$ cat src/logic/sir_defines.vh
// Register offsets, field positions and reset values for the status register group
`ifndef SIR_DEFINES_VH
`define SIR_DEFINES_VH
`define SIR_ADDR_PART 7'h00
`define SIR_ADDR_REV 7'h01
`define SIR_ADDR_COND 7'h02
`define SIR_ADDR_EVT1 7'h03
`define SIR_ADDR_ENA1 7'h05
`define SIR_ADDR_RXTHR 7'h7e
`define SIR_RXTHR_RESET 6'h37
// Arbitrary identity values
`define SIR_PART_KIND 5'h15
`define SIR_REV_VALUE 5'h0a
`define SIR_COND_OVFL 7
`define SIR_COND_UNFL 6
`define SIR_COND_RXEM 5
`define SIR_COND_HDRE 4
`define SIR_COND_FRQE 3
`define SIR_COND_LOCK 2
`define SIR_PS_IDLE 2'h0
`define SIR_PS_RX 2'h1
`define SIR_PS_TX 2'h2
`define SIR_EV_FERR 7
`define SIR_EV_TXAF 6
`define SIR_EV_TXAE 5
`define SIR_EV_RXAF 4
`define SIR_EV_EXT 3
`define SIR_EV_SENT 2
`define SIR_EV_VALID 1
`define SIR_EV_CRC 0
`endif

$ cat src/logic/sir_sync.v
// Two-flop synchroniser for a vector of pin inputs
`timescale 1ns/1ps
`default_nettype none
module sir_sync #(
   parameter W = 8
) (
   input wire clk,
   input wire rst_n,
   input wire [W-1:0] d,
   output reg [W-1:0] q
);
   reg [W-1:0] meta_reg;
   always @(posedge clk or negedge rst_n) begin
      if (!rst_n) begin
         meta_reg <= {W{1'b0}};
         q <= {W{1'b0}};
      end else begin
         meta_reg <= d;
         q <= meta_reg;
      end
   end
endmodule // sir_sync
`default_nettype wire

$ cat src/logic/sir_flags.v
// Event flag bank: sticky set, read clear of enabled bits, set wins
`timescale 1ns/1ps
`default_nettype none
module sir_flags (
   input wire clk,
   input wire rst_n,
   input wire [7:0] set_ev,
   input wire [7:0] hw_clr,
   input wire [7:0] enable,
   input wire rd_clr,
   output reg [7:0] flags
);
   genvar i;
   generate
      for (i = 0; i < 8; i = i + 1) begin : g_bit
         always @(posedge clk or negedge rst_n) begin
            if (!rst_n) begin
               flags[i] <= 1'b0;
            end else if (set_ev[i]) begin
               flags[i] <= 1'b1;
            end else if (hw_clr[i] || (rd_clr && enable[i])) begin
               flags[i] <= 1'b0;
            end
         end
      end
   endgenerate
endmodule // sir_flags
`default_nettype wire

$ cat src/logic/sir_status_regs.v
// Identification, device status and interrupt/status 1 register group
`include "sir_defines.vh"
`timescale 1ns/1ps
`default_nettype none
// Overview of operation
// RL1: Part kind code in bits 4:0, upper zero
// RL2: Revision field in bits 4:0, upper zero
// RL3: Status bits 7..5 overflow, underflow, RX empty
// RL4: Status bit 4 header check error
// RL5: Status bit 3 frequency out of range, clamped
// RL6: Status bit 2 synthesizer lock
// RL7: Status bits 1:0 power state code
// RL8: Event bit 7 any FIFO error
// RL9: Event bit 6 TX FIFO almost full
// RL10: Event bit 5 TX FIFO almost empty
// RL11: Event bit 4 RX FIFO almost full
// RL12: Event bit 3 pin event source
// RL13: Event bit 2 packet sent
// RL14: Event bit 1 valid packet received
// RL15: Event bit 0 CRC failure
// RL16: Enabled rising event pulls interrupt low
// RL17: Event register read releases line, clears enabled
// RL18: Disabled bits are plain status, not cleared
// RL19: FIFO error clears only on FIFO reset; a read also clears it when bit 7 is enabled
// RL20: Sent flag clears leaving FIFO mode, new send
// RL21: Host reads event register after interrupt
module sir_status_regs (
   // Clock and reset
   input wire SYS_CLK,
   input wire RST_N,
   // Register access
   input wire REG_RD,
   input wire REG_WR,
   input wire [6:0] REG_ADDR,
   input wire [7:0] REG_WDATA,
   output reg [7:0] REG_RDATA,
   // Pin-side conditions, asynchronous
   input wire FIFO_OVFL,
   input wire FIFO_UNFL,
   input wire RX_FIFO_EMPTY,
   input wire HEADER_ERR,
   input wire SYNTH_LOCK,
   input wire [1:0] POWER_STATE,
   input wire EXT_PIN_EVENT,
   // Datapath events, same clock
   input wire TX_FIFO_ERR,
   input wire RX_FIFO_ERR,
   input wire TX_FIFO_RESET,
   input wire RX_FIFO_RESET,
   input wire TX_ALMOST_FULL,
   input wire TX_ALMOST_EMPTY,
   input wire [6:0] RX_FIFO_LEVEL,
   input wire PKT_SENT,
   input wire TX_START,
   input wire FIFO_MODE,
   input wire PKT_VALID,
   input wire SYNC_ACK,
   input wire CRC_FAIL,
   input wire RX_START,
   // Frequency control
   input wire [15:0] FREQ_REQ,
   input wire [15:0] FREQ_MIN,
   input wire [15:0] FREQ_MAX,
   output reg [15:0] FREQ_ACT,
   // Configuration and interrupt
   output reg [5:0] RX_AF_THRESH,
   output reg IRQ_OUT_N
);
   wire [6:0] pin_sync;
   reg [7:0] ena_reg;
   reg [5:0] rxthr_reg;
   reg [7:0] ev_prev_reg;
   reg tx_err_reg;
   reg rx_err_reg;
   reg fifo_mode_reg;
   reg ext_prev_reg;
   reg freq_err_reg;
   wire ext_sync;
   wire irq_rise;
   wire [7:0] flags;
   reg [7:0] set_ev;
   reg [7:0] hw_clr;
   reg [7:0] cond_next;
   reg [7:0] rdata_next;
   wire rd_evt;
   wire rx_af;
   wire freq_lo;
   wire freq_hi;

   sir_sync #(.W(7)) u_sync (
      .clk(SYS_CLK),
      .rst_n(RST_N),
      .d({FIFO_OVFL, FIFO_UNFL, RX_FIFO_EMPTY, HEADER_ERR, SYNTH_LOCK, POWER_STATE}),
      .q(pin_sync)
   );

   // Pin event source gets its own two flops before edge detection
   sir_sync #(.W(1)) u_sync_ext (
      .clk(SYS_CLK),
      .rst_n(RST_N),
      .d(EXT_PIN_EVENT),
      .q(ext_sync)
   );

   assign rd_evt = REG_RD && (REG_ADDR == `SIR_ADDR_EVT1);
   assign rx_af = ({1'b0, RX_FIFO_LEVEL} > {2'b00, rxthr_reg}); // RL11
   assign freq_lo = (FREQ_REQ < FREQ_MIN);
   assign freq_hi = (FREQ_REQ > FREQ_MAX);
   assign irq_rise = |(flags & ~ev_prev_reg & ena_reg); // RL16

   // Writable registers
   always @(posedge SYS_CLK or negedge RST_N) begin
      if (!RST_N) begin
         ena_reg <= 8'h00;
         rxthr_reg <= `SIR_RXTHR_RESET;
      end else if (REG_WR) begin
         if (REG_ADDR == `SIR_ADDR_ENA1) begin
            ena_reg <= REG_WDATA;
         end else if (REG_ADDR == `SIR_ADDR_RXTHR) begin
            rxthr_reg <= REG_WDATA[5:0];
         end
      end
   end

   // Sticky FIFO error per FIFO, cleared only by that FIFO's reset
   always @(posedge SYS_CLK or negedge RST_N) begin
      if (!RST_N) begin
         tx_err_reg <= 1'b0;
         rx_err_reg <= 1'b0;
      end else begin
         if (TX_FIFO_ERR) begin
            tx_err_reg <= 1'b1;
         end else if (TX_FIFO_RESET) begin
            tx_err_reg <= 1'b0; // RL19
         end
         if (RX_FIFO_ERR) begin
            rx_err_reg <= 1'b1;
         end else if (RX_FIFO_RESET) begin
            rx_err_reg <= 1'b0; // RL19
         end
      end
   end

   // Event sources and hardware clears
   always @* begin
      set_ev = 8'h00;
      hw_clr = 8'h00;
      set_ev[`SIR_EV_FERR] = TX_FIFO_ERR || RX_FIFO_ERR; // RL8
      hw_clr[`SIR_EV_FERR] = (TX_FIFO_RESET || !tx_err_reg) && (RX_FIFO_RESET || !rx_err_reg)
         && (TX_FIFO_RESET || RX_FIFO_RESET); // RL19
      set_ev[`SIR_EV_TXAF] = TX_ALMOST_FULL; // RL9
      hw_clr[`SIR_EV_TXAF] = !TX_ALMOST_FULL && !ena_reg[`SIR_EV_TXAF];
      set_ev[`SIR_EV_TXAE] = TX_ALMOST_EMPTY; // RL10
      hw_clr[`SIR_EV_TXAE] = !TX_ALMOST_EMPTY && !ena_reg[`SIR_EV_TXAE];
      set_ev[`SIR_EV_RXAF] = rx_af; // RL11
      hw_clr[`SIR_EV_RXAF] = !rx_af && !ena_reg[`SIR_EV_RXAF];
      set_ev[`SIR_EV_EXT] = ext_sync && !ext_prev_reg; // RL12
      set_ev[`SIR_EV_SENT] = PKT_SENT; // RL13
      hw_clr[`SIR_EV_SENT] = (fifo_mode_reg && !FIFO_MODE) || (FIFO_MODE && TX_START); // RL20
      set_ev[`SIR_EV_VALID] = PKT_VALID; // RL14
      hw_clr[`SIR_EV_VALID] = SYNC_ACK;
      set_ev[`SIR_EV_CRC] = CRC_FAIL; // RL15
      hw_clr[`SIR_EV_CRC] = RX_START;
   end

   // Read clears only enabled bits; disabled ones stay as status
   sir_flags u_flags (
      .clk(SYS_CLK),
      .rst_n(RST_N),
      .set_ev(set_ev),
      .hw_clr(hw_clr),
      .enable(ena_reg),
      .rd_clr(rd_evt), // RL17 RL18
      .flags(flags)
   );

   // Device condition byte
   always @* begin
      cond_next = 8'h00;
      cond_next[`SIR_COND_OVFL] = pin_sync[6]; // RL3
      cond_next[`SIR_COND_UNFL] = pin_sync[5]; // RL3
      cond_next[`SIR_COND_RXEM] = pin_sync[4]; // RL3
      cond_next[`SIR_COND_HDRE] = pin_sync[3]; // RL4
      cond_next[`SIR_COND_FRQE] = freq_err_reg; // RL5
      cond_next[`SIR_COND_LOCK] = pin_sync[2]; // RL6
      cond_next[1:0] = pin_sync[1:0]; // RL7
   end

   // Read data mux
   always @* begin
      rdata_next = 8'h00;
      if (REG_ADDR == `SIR_ADDR_PART) begin
         rdata_next = {3'b000, `SIR_PART_KIND}; // RL1
      end else if (REG_ADDR == `SIR_ADDR_REV) begin
         rdata_next = {3'b000, `SIR_REV_VALUE}; // RL2
      end else if (REG_ADDR == `SIR_ADDR_COND) begin
         rdata_next = cond_next;
      end else if (REG_ADDR == `SIR_ADDR_EVT1) begin
         rdata_next = flags;
      end else if (REG_ADDR == `SIR_ADDR_ENA1) begin
         rdata_next = ena_reg;
      end else if (REG_ADDR == `SIR_ADDR_RXTHR) begin
         rdata_next = {2'b00, rxthr_reg};
      end
   end

   // Read data register, held until the next read
   always @(posedge SYS_CLK or negedge RST_N) begin
      if (!RST_N) begin
         REG_RDATA <= 8'h00;
      end else if (REG_RD) begin
         REG_RDATA <= rdata_next;
      end
   end

   // Edge history of flags, mode and pin event
   always @(posedge SYS_CLK or negedge RST_N) begin
      if (!RST_N) begin
         ev_prev_reg <= 8'h00;
         fifo_mode_reg <= 1'b0;
         ext_prev_reg <= 1'b0;
      end else begin
         ev_prev_reg <= flags;
         fifo_mode_reg <= FIFO_MODE;
         ext_prev_reg <= ext_sync;
      end
   end

   // Frequency clamp and range error
   always @(posedge SYS_CLK or negedge RST_N) begin
      if (!RST_N) begin
         freq_err_reg <= 1'b0;
         FREQ_ACT <= 16'h0000;
      end else begin
         freq_err_reg <= freq_lo || freq_hi; // RL5
         if (freq_lo) begin
            FREQ_ACT <= FREQ_MIN; // RL5
         end else if (freq_hi) begin
            FREQ_ACT <= FREQ_MAX; // RL5
         end else begin
            FREQ_ACT <= FREQ_REQ;
         end
      end
   end

   // Threshold copy for the receive FIFO logic
   always @(posedge SYS_CLK or negedge RST_N) begin
      if (!RST_N) begin
         RX_AF_THRESH <= `SIR_RXTHR_RESET;
      end else begin
         RX_AF_THRESH <= rxthr_reg;
      end
   end

   // Interrupt line; a read that already shows a fresh rise releases it,
   // otherwise the line would stay low with no pending bit left
   always @(posedge SYS_CLK or negedge RST_N) begin
      if (!RST_N) begin
         IRQ_OUT_N <= 1'b1;
      end else if (irq_rise && !rd_evt) begin
         IRQ_OUT_N <= 1'b0; // RL16
      end else if (rd_evt) begin
         IRQ_OUT_N <= 1'b1; // RL17
      end
   end
endmodule // sir_status_regs
`default_nettype wire

$ cat config.mk
export PLATFORM = sky130hd
export DESIGN_NAME = sir_status_regs
export DESIGN_NICKNAME = d
export VERILOG_FILES = /design/src/logic/sir_sync.v /design/src/logic/sir_flags.v /design/src/logic/sir_status_regs.v
export VERILOG_INCLUDE_DIRS = /design/src /design/src/logic
export SDC_FILE = /design/constraint.sdc
export NUM_CORES = 1
export LEC_CHECK = 0
export BUFFER_PORTS_ARGS = -buffer_cell sky130_fd_sc_hd__buf_4
export CORE_MARGIN = 1.5
export CORE_UTILIZATION = 52
export DETAILED_ROUTE_END_ITERATION = 7
export PLACE_DENSITY = 0.81
export SYNTH_ARGS = -nofsm -noshare
export SYNTH_HDL_FRONTEND = slang
export SYNTH_SLANG_ARGS = --single-unit
$ cat constraint.sdc
create_clock -name SYS_CLK -period 1.6 [get_ports SYS_CLK]
set_input_delay 0.32 -clock SYS_CLK [delete_from_list [all_inputs] [get_ports SYS_CLK]]
set_output_delay 0.32 -clock SYS_CLK [all_outputs]
set_load 0.03 [all_outputs]
After elaboration in Yosys (flattened, before gate mapping):

Index checks and enable logic that the tools add are counted.

* register bits: 82

* order comparisons: 3
* bitwise operators: 4
* reductions and logical operators: 57
* mux-type cells: 30
* equality and inequality tests: 5

Operators by type and width (count)
* 2-to-1 mux 8 bit: 5
* 2-to-1 mux 16 bit: 2
* 2-to-1 mux 1 bit: 22
* nonzero test 2 bit: 11
* logical AND 1 bit: 18
* bitwise AND 8 bit: 2
* > comparator 16 bit: 1
* < comparator 16 bit: 1
* equality test 7 x 2 -> 1 bit (second input constant): 2
* logical OR 1 bit: 13
* zero test 1 bit: 11
* NOT 8 bit: 1
* OR reduction 8 bit: 1
* equality test 7 x 1 -> 1 bit (second input constant): 1
* equality test 7 x 3 -> 1 bit (second input constant): 1
* equality test 7 bit (second input constant): 1
* > comparator 7 x 6 -> 1 bit: 1
* zero test 7 bit: 1
* 2-to-1 mux 6 bit: 1
* AND reduction 3 bit: 1
* AND reduction 2 bit: 1
* NOT 1 bit: 1

Longest topological paths before layout:

Gate-level depths: netlist of the first run.

* depth in word-level cells: 7
* mapped depth: 10
* mapped depth without buffers: 8

By module:

From an unflattened synthesis of the first run, not the netlist that was laid out.

* cells, all modules: 370
* area, all modules: 4142.7 sq um

By module, submodules not included
* sir_status_regs: area each 3404.5 sq um, cells an instance 321, times used 1
* sir_sync (u_sync): area each 350.3 sq um, cells an instance 14, times used 1
* sir_flags: area each 337.8 sq um, cells an instance 33, times used 1
* sir_sync (u_sync_ext): area each 50.0 sq um, cells an instance 2, times used 1

Worst setup path after synthesis of the first run:

OpenSTA, ideal clock, no wires.

* path kind: input port to flip-flop
* from: in FREQ_MAX[7]
* to: reg FREQ_ACT[10]
* cell stages on the path: 10
* data arrival time: 2.045 ns
* path slack: -0.575 ns
* data required time: 1.470 ns
* path buffers: 2
* cells stage by stage: inv_1 > ha_1 > a21oi_1 > o21ai_0 > a221o_1 > o31ai_1 > buf_2 > buf_4 > mux2i_1 > mux2i_1

* word-level cells in the longest chain between the ends: 3

RTL lines
* start, declared: line sir_status_regs.v:63 `input wire [15:0] FREQ_MAX,`
* > comparator 16 bit: line sir_status_regs.v:108 `assign freq_hi = (FREQ_REQ > FREQ_MAX);`
* 2-to-1 mux 16 bit: line sir_status_regs.v:238 `end else if (freq_hi) begin`
* 2-to-1 mux 16 bit: line sir_status_regs.v:236 `if (freq_lo) begin`
* end signal, assigned: line sir_status_regs.v:237 `FREQ_ACT <= FREQ_MIN;`
* end signal, assigned: line sir_status_regs.v:239 `FREQ_ACT <= FREQ_MAX;`
* end signal, assigned: line sir_status_regs.v:241 `FREQ_ACT <= FREQ_REQ;`
* end, declared: line sir_status_regs.v:64 `output reg [15:0] FREQ_ACT,`

No other way between the ends.
A chain may end at the register's enable or synchronous reset.

Final worst setup path of the first run:

* from: in FREQ_MAX[1]
* to: reg FREQ_ACT[14]

The elaborated chain is that of the path after synthesis.

==> results of run 1 <==
==> worst max-delay path, cell delays in order <==
cell,delay (ns)
buf_4,0.12
inv_2,0.06
ha_4,0.19
nor2b_4,0.12
o211ai_1,0.31
a21boi_2,0.13
o31ai_4,0.35
buf_6,0.20
mux2i_2,0.23
mux2i_1,0.10
==> where the power goes <==
part / leakage [nW] / internal, mW / switching, mW
clock: 0.115 / 0.941 / 0.785
combinational: 2.03 / 0.686 / 0.672
sequential: 0.946 / 2.26 / 0.0970
total: 3.09 / 3.88 / 1.55
==> stage by stage <==
stage               TNS [ns]  hold slack (ns)  utilization
floorplan             -11.37           0.0244            -
CTS                    -3.32           0.0522        0.794
global placement      -17.49            0.266        0.748
global route           -5.19           0.0442        0.818
finish                 -4.15           0.0683        0.818
detailed placement    -20.59            0.270        0.748
==> cell type report <==
class / count / area [um2]
inverter: 43 / 199
timing repair buffer: 188 / 1540
sequential: 82 / 2070
multi-input combinational: 225 / 2120
tap: 102 / 128
fill: 465 / 1400
clock inverter: 6 / 96.3
clock buffer: 10 / 138
==> final timing paths <==
check                                   startpoint                  to  slack [ns]  cells after the start
min in group asynchronous                    RST_N      ev_prev_reg[0]        0.44                      2
max in group asynchronous                    RST_N        rxthr_reg[1]        0.64                      3
worst min-delay path                     FIFO_OVFL  u_sync.meta_reg[6]        0.07                      1
worst min register to register  u_sync.meta_reg[3]         u_sync.q[3]        0.34                      0
worst max-delay path                   FREQ_MAX[1]        FREQ_ACT[14]       -0.30                     10
worst max register to register        rxthr_reg[1]    u_flags.flags[4]        0.11                      7
==> cell usage after synthesis (3+ instances only) <==
master / n / area share
a21o_1: 5 / 0.0091
a21oi_1: 22 / 0.027
a221o_1: 4 / 0.0097
a222oi_1: 3 / 0.0073
a31o_2: 3 / 0.0064
buf_2: 3 / 0.0037
clkbuf_1: 3 / 0.0027
dfrtp_1: 71 / 0.43
dfstp_2: 11 / 0.070
ha_1: 37 / 0.11
inv_1: 43 / 0.039
mux2_2: 16 / 0.044
mux2i_1: 38 / 0.093
nand2_1: 23 / 0.021
nand2b_1: 3 / 0.0046
nand3_1: 9 / 0.011
nand4_1: 4 / 0.0061
nor2_1: 13 / 0.012
o21ai_0: 11 / 0.013
o22a_1: 3 / 0.0064
==> layer usage <==
metal | share of wire | wire length [um] | vias to the layer above
met1 | 0.38 | 4150 | 1718
met3 | 0.068 | 748 | 25
met4 | 0.029 | 315 | 0
met5 | 0 | 0 | -
li1 | - | - | 1645
met2 | 0.53 | 5770 | 146
==> cell usage in the layout (no fill, tap or decap), types with 5 or more instances in the layout <==
master,count
a21o_1,5
a21oi_1,18
buf_4,164
buf_6,17
clkbuf_8,10
dfrtp_1,71
dfstp_2,11
ha_1,24
ha_4,13
inv_1,32
inv_4,7
mux2_2,13
mux2i_1,35
nand2_1,20
nand3_1,8
nor2_1,9
o21ai_0,7
==> repair_timing <==
item,in CTS,in global routing
gates resized for setup,25,37
endpoints found under the setup margin,31,25
hold buffers,1,0
buffers inserted,4,4
pin swaps,16,18
endpoints found under the hold margin,21,0
==> cell families after synthesis <==
logic type,synth area share
flip-flops,0.503
AND/OR/NAND/NOR,0.0895
AO/OA/AOI/OAI,0.101
multiplexers,0.139
buffers and inverters,0.0548
adder cells (fa/ha/maj),0.113
==> impl_metrics.csv, run 1 <==
group,metric,value,unit
setup_path,cp.arrival,2.14,ns
global_route,grt-ovfl-total,0,
drt,dr_total_vias,3534,
layout,top_register,"FREQ_ACT",
drt,via_per_inst,5.39,
die,core-area,0.00769,mm2
sta,setup_viol,21,
drt,routed_wl,11000,um
run,cap_viol_max_count,0,
sta,fin_crit_sh,1.19,
setup_path,path_max_fanout,6,
global_route,met3_usage,0.0638,
cts,tritoncts,"done",
layout,largest_reg_flops,16,
die,die_area,0.00845,mm2
global_route,grt_use_met1,0.314,
power_and_ir_drop,leakage,3.09,nW
global_route,grt_pass1_vias,3674,
yosys,synth-seq-area-share,0.503,
die,io_pins,126,
global_route,grt_max_degree,30,
yosys,synth_area,0.00411,mm2
place,routabilityCongestion,0.936,
hold_path,min_path_type,"input pin to register",
global_route,grt_pass1_wl,17300,um
status,status,"complete, but fails checks",
drt,drtAntennaViolNets,0,
drt,drt_pass1_iterations,4,
layout,insertedDiodeCount,0,
sta,hold_viol,0,
yosys,synth_edf_count,0,
drt,first_iter_violations,105,
place,pre_cts_ws,-0.762,ns
global_route,antenna_found_initial,0,
layout,drive_gt1_frac,0.514,
sta,worst_clock_skew,0.0101,ns
yosys,synthArstFlopShare,1.00,
layout,syn_to_final_growth,52.9,%
place,portBuffers,125,
power_and_ir_drop,power,5.44,mW
yosys,synth.distinct_cells,46,
setup_path,startpoint_type,"input pin",
yosys,syn_avg_cell_area,11.4,um2
sta,slew_headroom,0.743,
die,start_util,0.535,
cts,cts_buffer_depth,2,
cts,clock_latency,0.35,ns
sta,rsz0062_at_grt,"true",
place,placed_cell_area,0.00575,mm2
yosys,synth-seq-cells,82,
layout,fin_nets,681,
yosys,synth_ff_type,"dfrtp_1",
setup_path,path_class,"input pin to register",
yosys,syn_nets,492,
place,hpwl,8390,um
drt,wire_per_inst,16.7,um
global_route,grt_busiest_layer,"met2",
sta,fmax,527,MHz
drt,drc,0,
cts,cts.sinks,82,
yosys,yosysWarnings,0,
cts,cts.clk_slew.worst_paths,0.09,ns
setup_path,critPathCaptureType,"register",
die,die_w,91.9,um
die,rows,32,
cts,numCtsBuffers,9,
sta,finalWorstSetupSlack,-0.299,ns
die,dieHeight,91.9,um
cts,htreeDepth,3,
global_route,grt_util_met2,0.479,
setup_path,cp_data_required_time,1.84,ns
power_and_ir_drop,vdd_drop_max,0.000514,V
layout,final_cells,656,
sta,period_needed,1.90,ns
global_route,grt.total_usage,0.267,
layout,final_area,0.00629,mm2
status,violations,"negative setup slack",
cts,cts_root_buf,"clkbuf_8",
power_and_ir_drop,p_per_area,865,mW/mm2
place,placed_cells,632,
yosys,syn_inst,360,
sta,maxSlewViolCount,0,
sta,worst_slew_pin_slew,0.385,ns
No activity file was read; power rests on OpenSTA's default activity.
==> inputs of run 2 (changes only) <==
Settings changed: CORE_UTILIZATION 52 to 45, PLACE_DENSITY 0.81 to 0.71.
==> run 2 against run 1 <==
Total power is 0.10% lower. Critical path type unchanged. Global-route usage is 3.7 points lower. Sequential share of layout area fell by 0.23 points. Cell count up 1.1%. The flow finishes with violations (design-rule violations, negative setup slack). Worst hold slack improved by 0.0060 ns. Final area up 0.72%. Via count decreased by 0.51%. Highest routed layer unchanged. Die area up 15%. Core utilization fell by 9.9 points.
==> impl_metrics.csv, run 2 (synthesis gave the netlist of run 1 again) <==
group,metric,value,unit
place,routabilityCongestion,0.878,
sta,fmax,545,MHz
place,hpwl,8340,um
sta,worst_slew_pin_slew,0.384,ns
drt,via_per_inst,5.30,
cts,cts.clk_slew.worst_paths,0.08,ns
global_route,grt_pass1_wl,17500,um
power_and_ir_drop,p_int,3.90,mW
layout,final_cell_mix,"buf_4, dfrtp_1, mux2i_1",
power_and_ir_drop,p_per_area,858,mW/mm2
die,rows,34,
layout,syn_to_final_growth,54.0,%
die,io_pins,126,
layout,layout_commonest_cell,"buf_4",
die,die_area,0.00972,mm2
layout,fin_nets,682,
drt,routed_wl,10900,um
setup_path,cp_cell_sequence,"buf_6 > buf_4 > ha_1 > nand4_1 > nor4_1 > o21ai_1 > nand3_2 > buf_4 > buf_12 > mux2i_1",
drt,drtAntennaViolNets,0,
setup_path,reg2reg_to,"u_flags.flags[4]",
drt,drc,8,
global_route,grt_max_degree,34,
cts,tritoncts,"done",
sta,tns,-3.72,ns
cts,htreeDepth,3,
power_and_ir_drop,pwr-share-comb,0.255,
sta,maxSlewViolCount,0,
global_route,antenna_found_initial,0,
sta,fin_crit_sh,1.15,
layout,top_register,"FREQ_ACT",
global_route,grt.total_usage,0.230,
setup_path,max_stage_delay,0.31,ns
setup_path,cpMostUsedCell,"buf_4",
layout,final.fill_count,668,
setup_path,critPathCaptureType,"register",
cts,cts_buffer_depth,2,
layout,final_area,0.00633,mm2
cts,numCtsBuffers,9,
sta,finalWorstSetupSlack,-0.235,ns
power_and_ir_drop,power_frac_seq,0.433,
sta,period_needed,1.83,ns
sta,timing.hold.ws,0.0743,ns
setup_path,path_max_fanout,9,
setup_path,reg2regPathDepth,7,
die,die_w,98.6,um
setup_path,r2r_setup_slack,0.08,ns
hold_path,whs_path_depth,1,
die,core-area,0.00881,mm2
sta,hold_viol,0,
setup_path,startpoint_type,"input pin",
place,portBuffers,125,
layout,drive_gt1_frac,0.508,
setup_path,crit_slowest_cell,"ha_1",
drt,drt_pass1_iterations,8,
die,dieHeight,98.6,um
die,start_util,0.467,
power_and_ir_drop,p_sw_frac,0.281,
place,pre_cts_ws,-0.786,ns
cts,cts_root_buf,"clkbuf_8",
layout,largest_reg_flops,16,
cts,cts.sinks,82,
global_route,grt-ovfl-total,0,
layout,utilization,0.719,
sta,slew_headroom,0.744,
status,status,"complete, but fails checks",
setup_path,cp.arrival,2.10,ns
layout,insertedDiodeCount,0,
sta,rsz0062_at_grt,"true",
global_route,grt_pass1_vias,3811,
power_and_ir_drop,p_sw,1.53,mW
power_and_ir_drop,vdd_drop_max,0.000517,V
place,placed_cells,636,
place,placed_cell_area,0.00574,mm2
power_and_ir_drop,power,5.43,mW
hold_path,whs_endpoint,"u_sync.meta_reg[5]",
sta,setup_viol,19,
layout,final_cells,663,
power_and_ir_drop,power_frac_clock,0.312,
setup_path,path_class,"input pin to register",
sta,worst_clock_skew,0.00849,ns
run,cap_viol_max_count,0,
status,violations,"design-rule violations, negative setup slack",
cts,clock_latency,0.35,ns
hold_path,min_path_type,"input pin to register",
setup_path,cp_data_required_time,1.87,ns
drt,wire_per_inst,16.4,um
drt,dr_total_vias,3516,
drt,first_iter_violations,114,
hold_path,worstHoldStart,"FIFO_UNFL",
power_and_ir_drop,leakage,3.12,nW
setup_path,r2r_start,"rxthr_reg[4]",
==> run 2: changes by cell type in the layout (fill, tap and decap cells not counted), moves of 3 or more <==
cell | before | now
buf_4 | 164 | 156
buf_6 | 17 | 23
mux2i_1 | 35 | 38
mux2i_2 | 3 | 0
nor2_4 | 3 | 0
==> run 2: final cells by class <==
class | count | area, um2 | share of cell area
inverters | 43 | 199 | 0.0314
well taps | 108 | 135 | 0.0213
repair buffers | 189 | 1610 | 0.254
flip-flops and latches | 82 | 2070 | 0.326
clock buffers | 11 | 141 | 0.0223
multi-input cells | 225 | 2100 | 0.331
clock inverters | 5 | 86.3 | 0.0136
==> run 2: timing repair <==
item / in CTS / in global routing
hold buffers: 1 / 0
gates cloned: 1 / 0
gates resized for setup: 37 / 30
setup endpoints to repair: 31 / 35
buffers inserted: 7 / 3
pin swaps: 25 / 17
endpoints found under the hold margin: 20 / 0
==> run 2: metal layers <==
| metal | global-route usage | share of wire |
|---|---|---|
| met5 | 0 | 0 |
| met4 | 0.0956 | 0.024 |
| met3 | 0.0638 | 0.071 |
| met2 | 0.416 | 0.53 |
| met1 | 0.256 | 0.37 |
==> run 2: how the worst max path moves through the flow <==
stage | from | to | slack, ns | cells after the start
floorplan | FREQ_MAX[13] | FREQ_ACT[10] | -0.40 | 10
CTS | FREQ_MAX[14] | FREQ_ACT[14] | -0.19 | 11
global route | FREQ_MAX[14] | FREQ_ACT[0] | -0.34 | 12
detailed placement | FREQ_MAX[13] | FREQ_ACT[12] | -0.79 | 10
finish | FREQ_REQ[15] | FREQ_ACT[9] | -0.23 | 10
global placement | FREQ_MAX[13] | FREQ_ACT[8] | -0.65 | 10
==> run 2: critical path, delay by kind of cell <==
family / cells / cell delay (ns)
AOI/OAI and AO/OA: 1 / 0.15
muxes: 1 / 0.20
buffers and inverters: 4 / 0.50
and+or+nand+nor: 3 / 0.64
adders and majority gates: 1 / 0.31
==> run 2: power groups by stage <==
stage	Clock, mW	Sequential (mW)	Combinational, mW
after floorplan	0	2.54	0.456
after detailed placement	0	2.39	1.26
after CTS	1.73	2.35	1.35
after global placement	0	2.39	1.22
final	1.70	2.35	1.38
after global routing	1.82	2.37	1.49
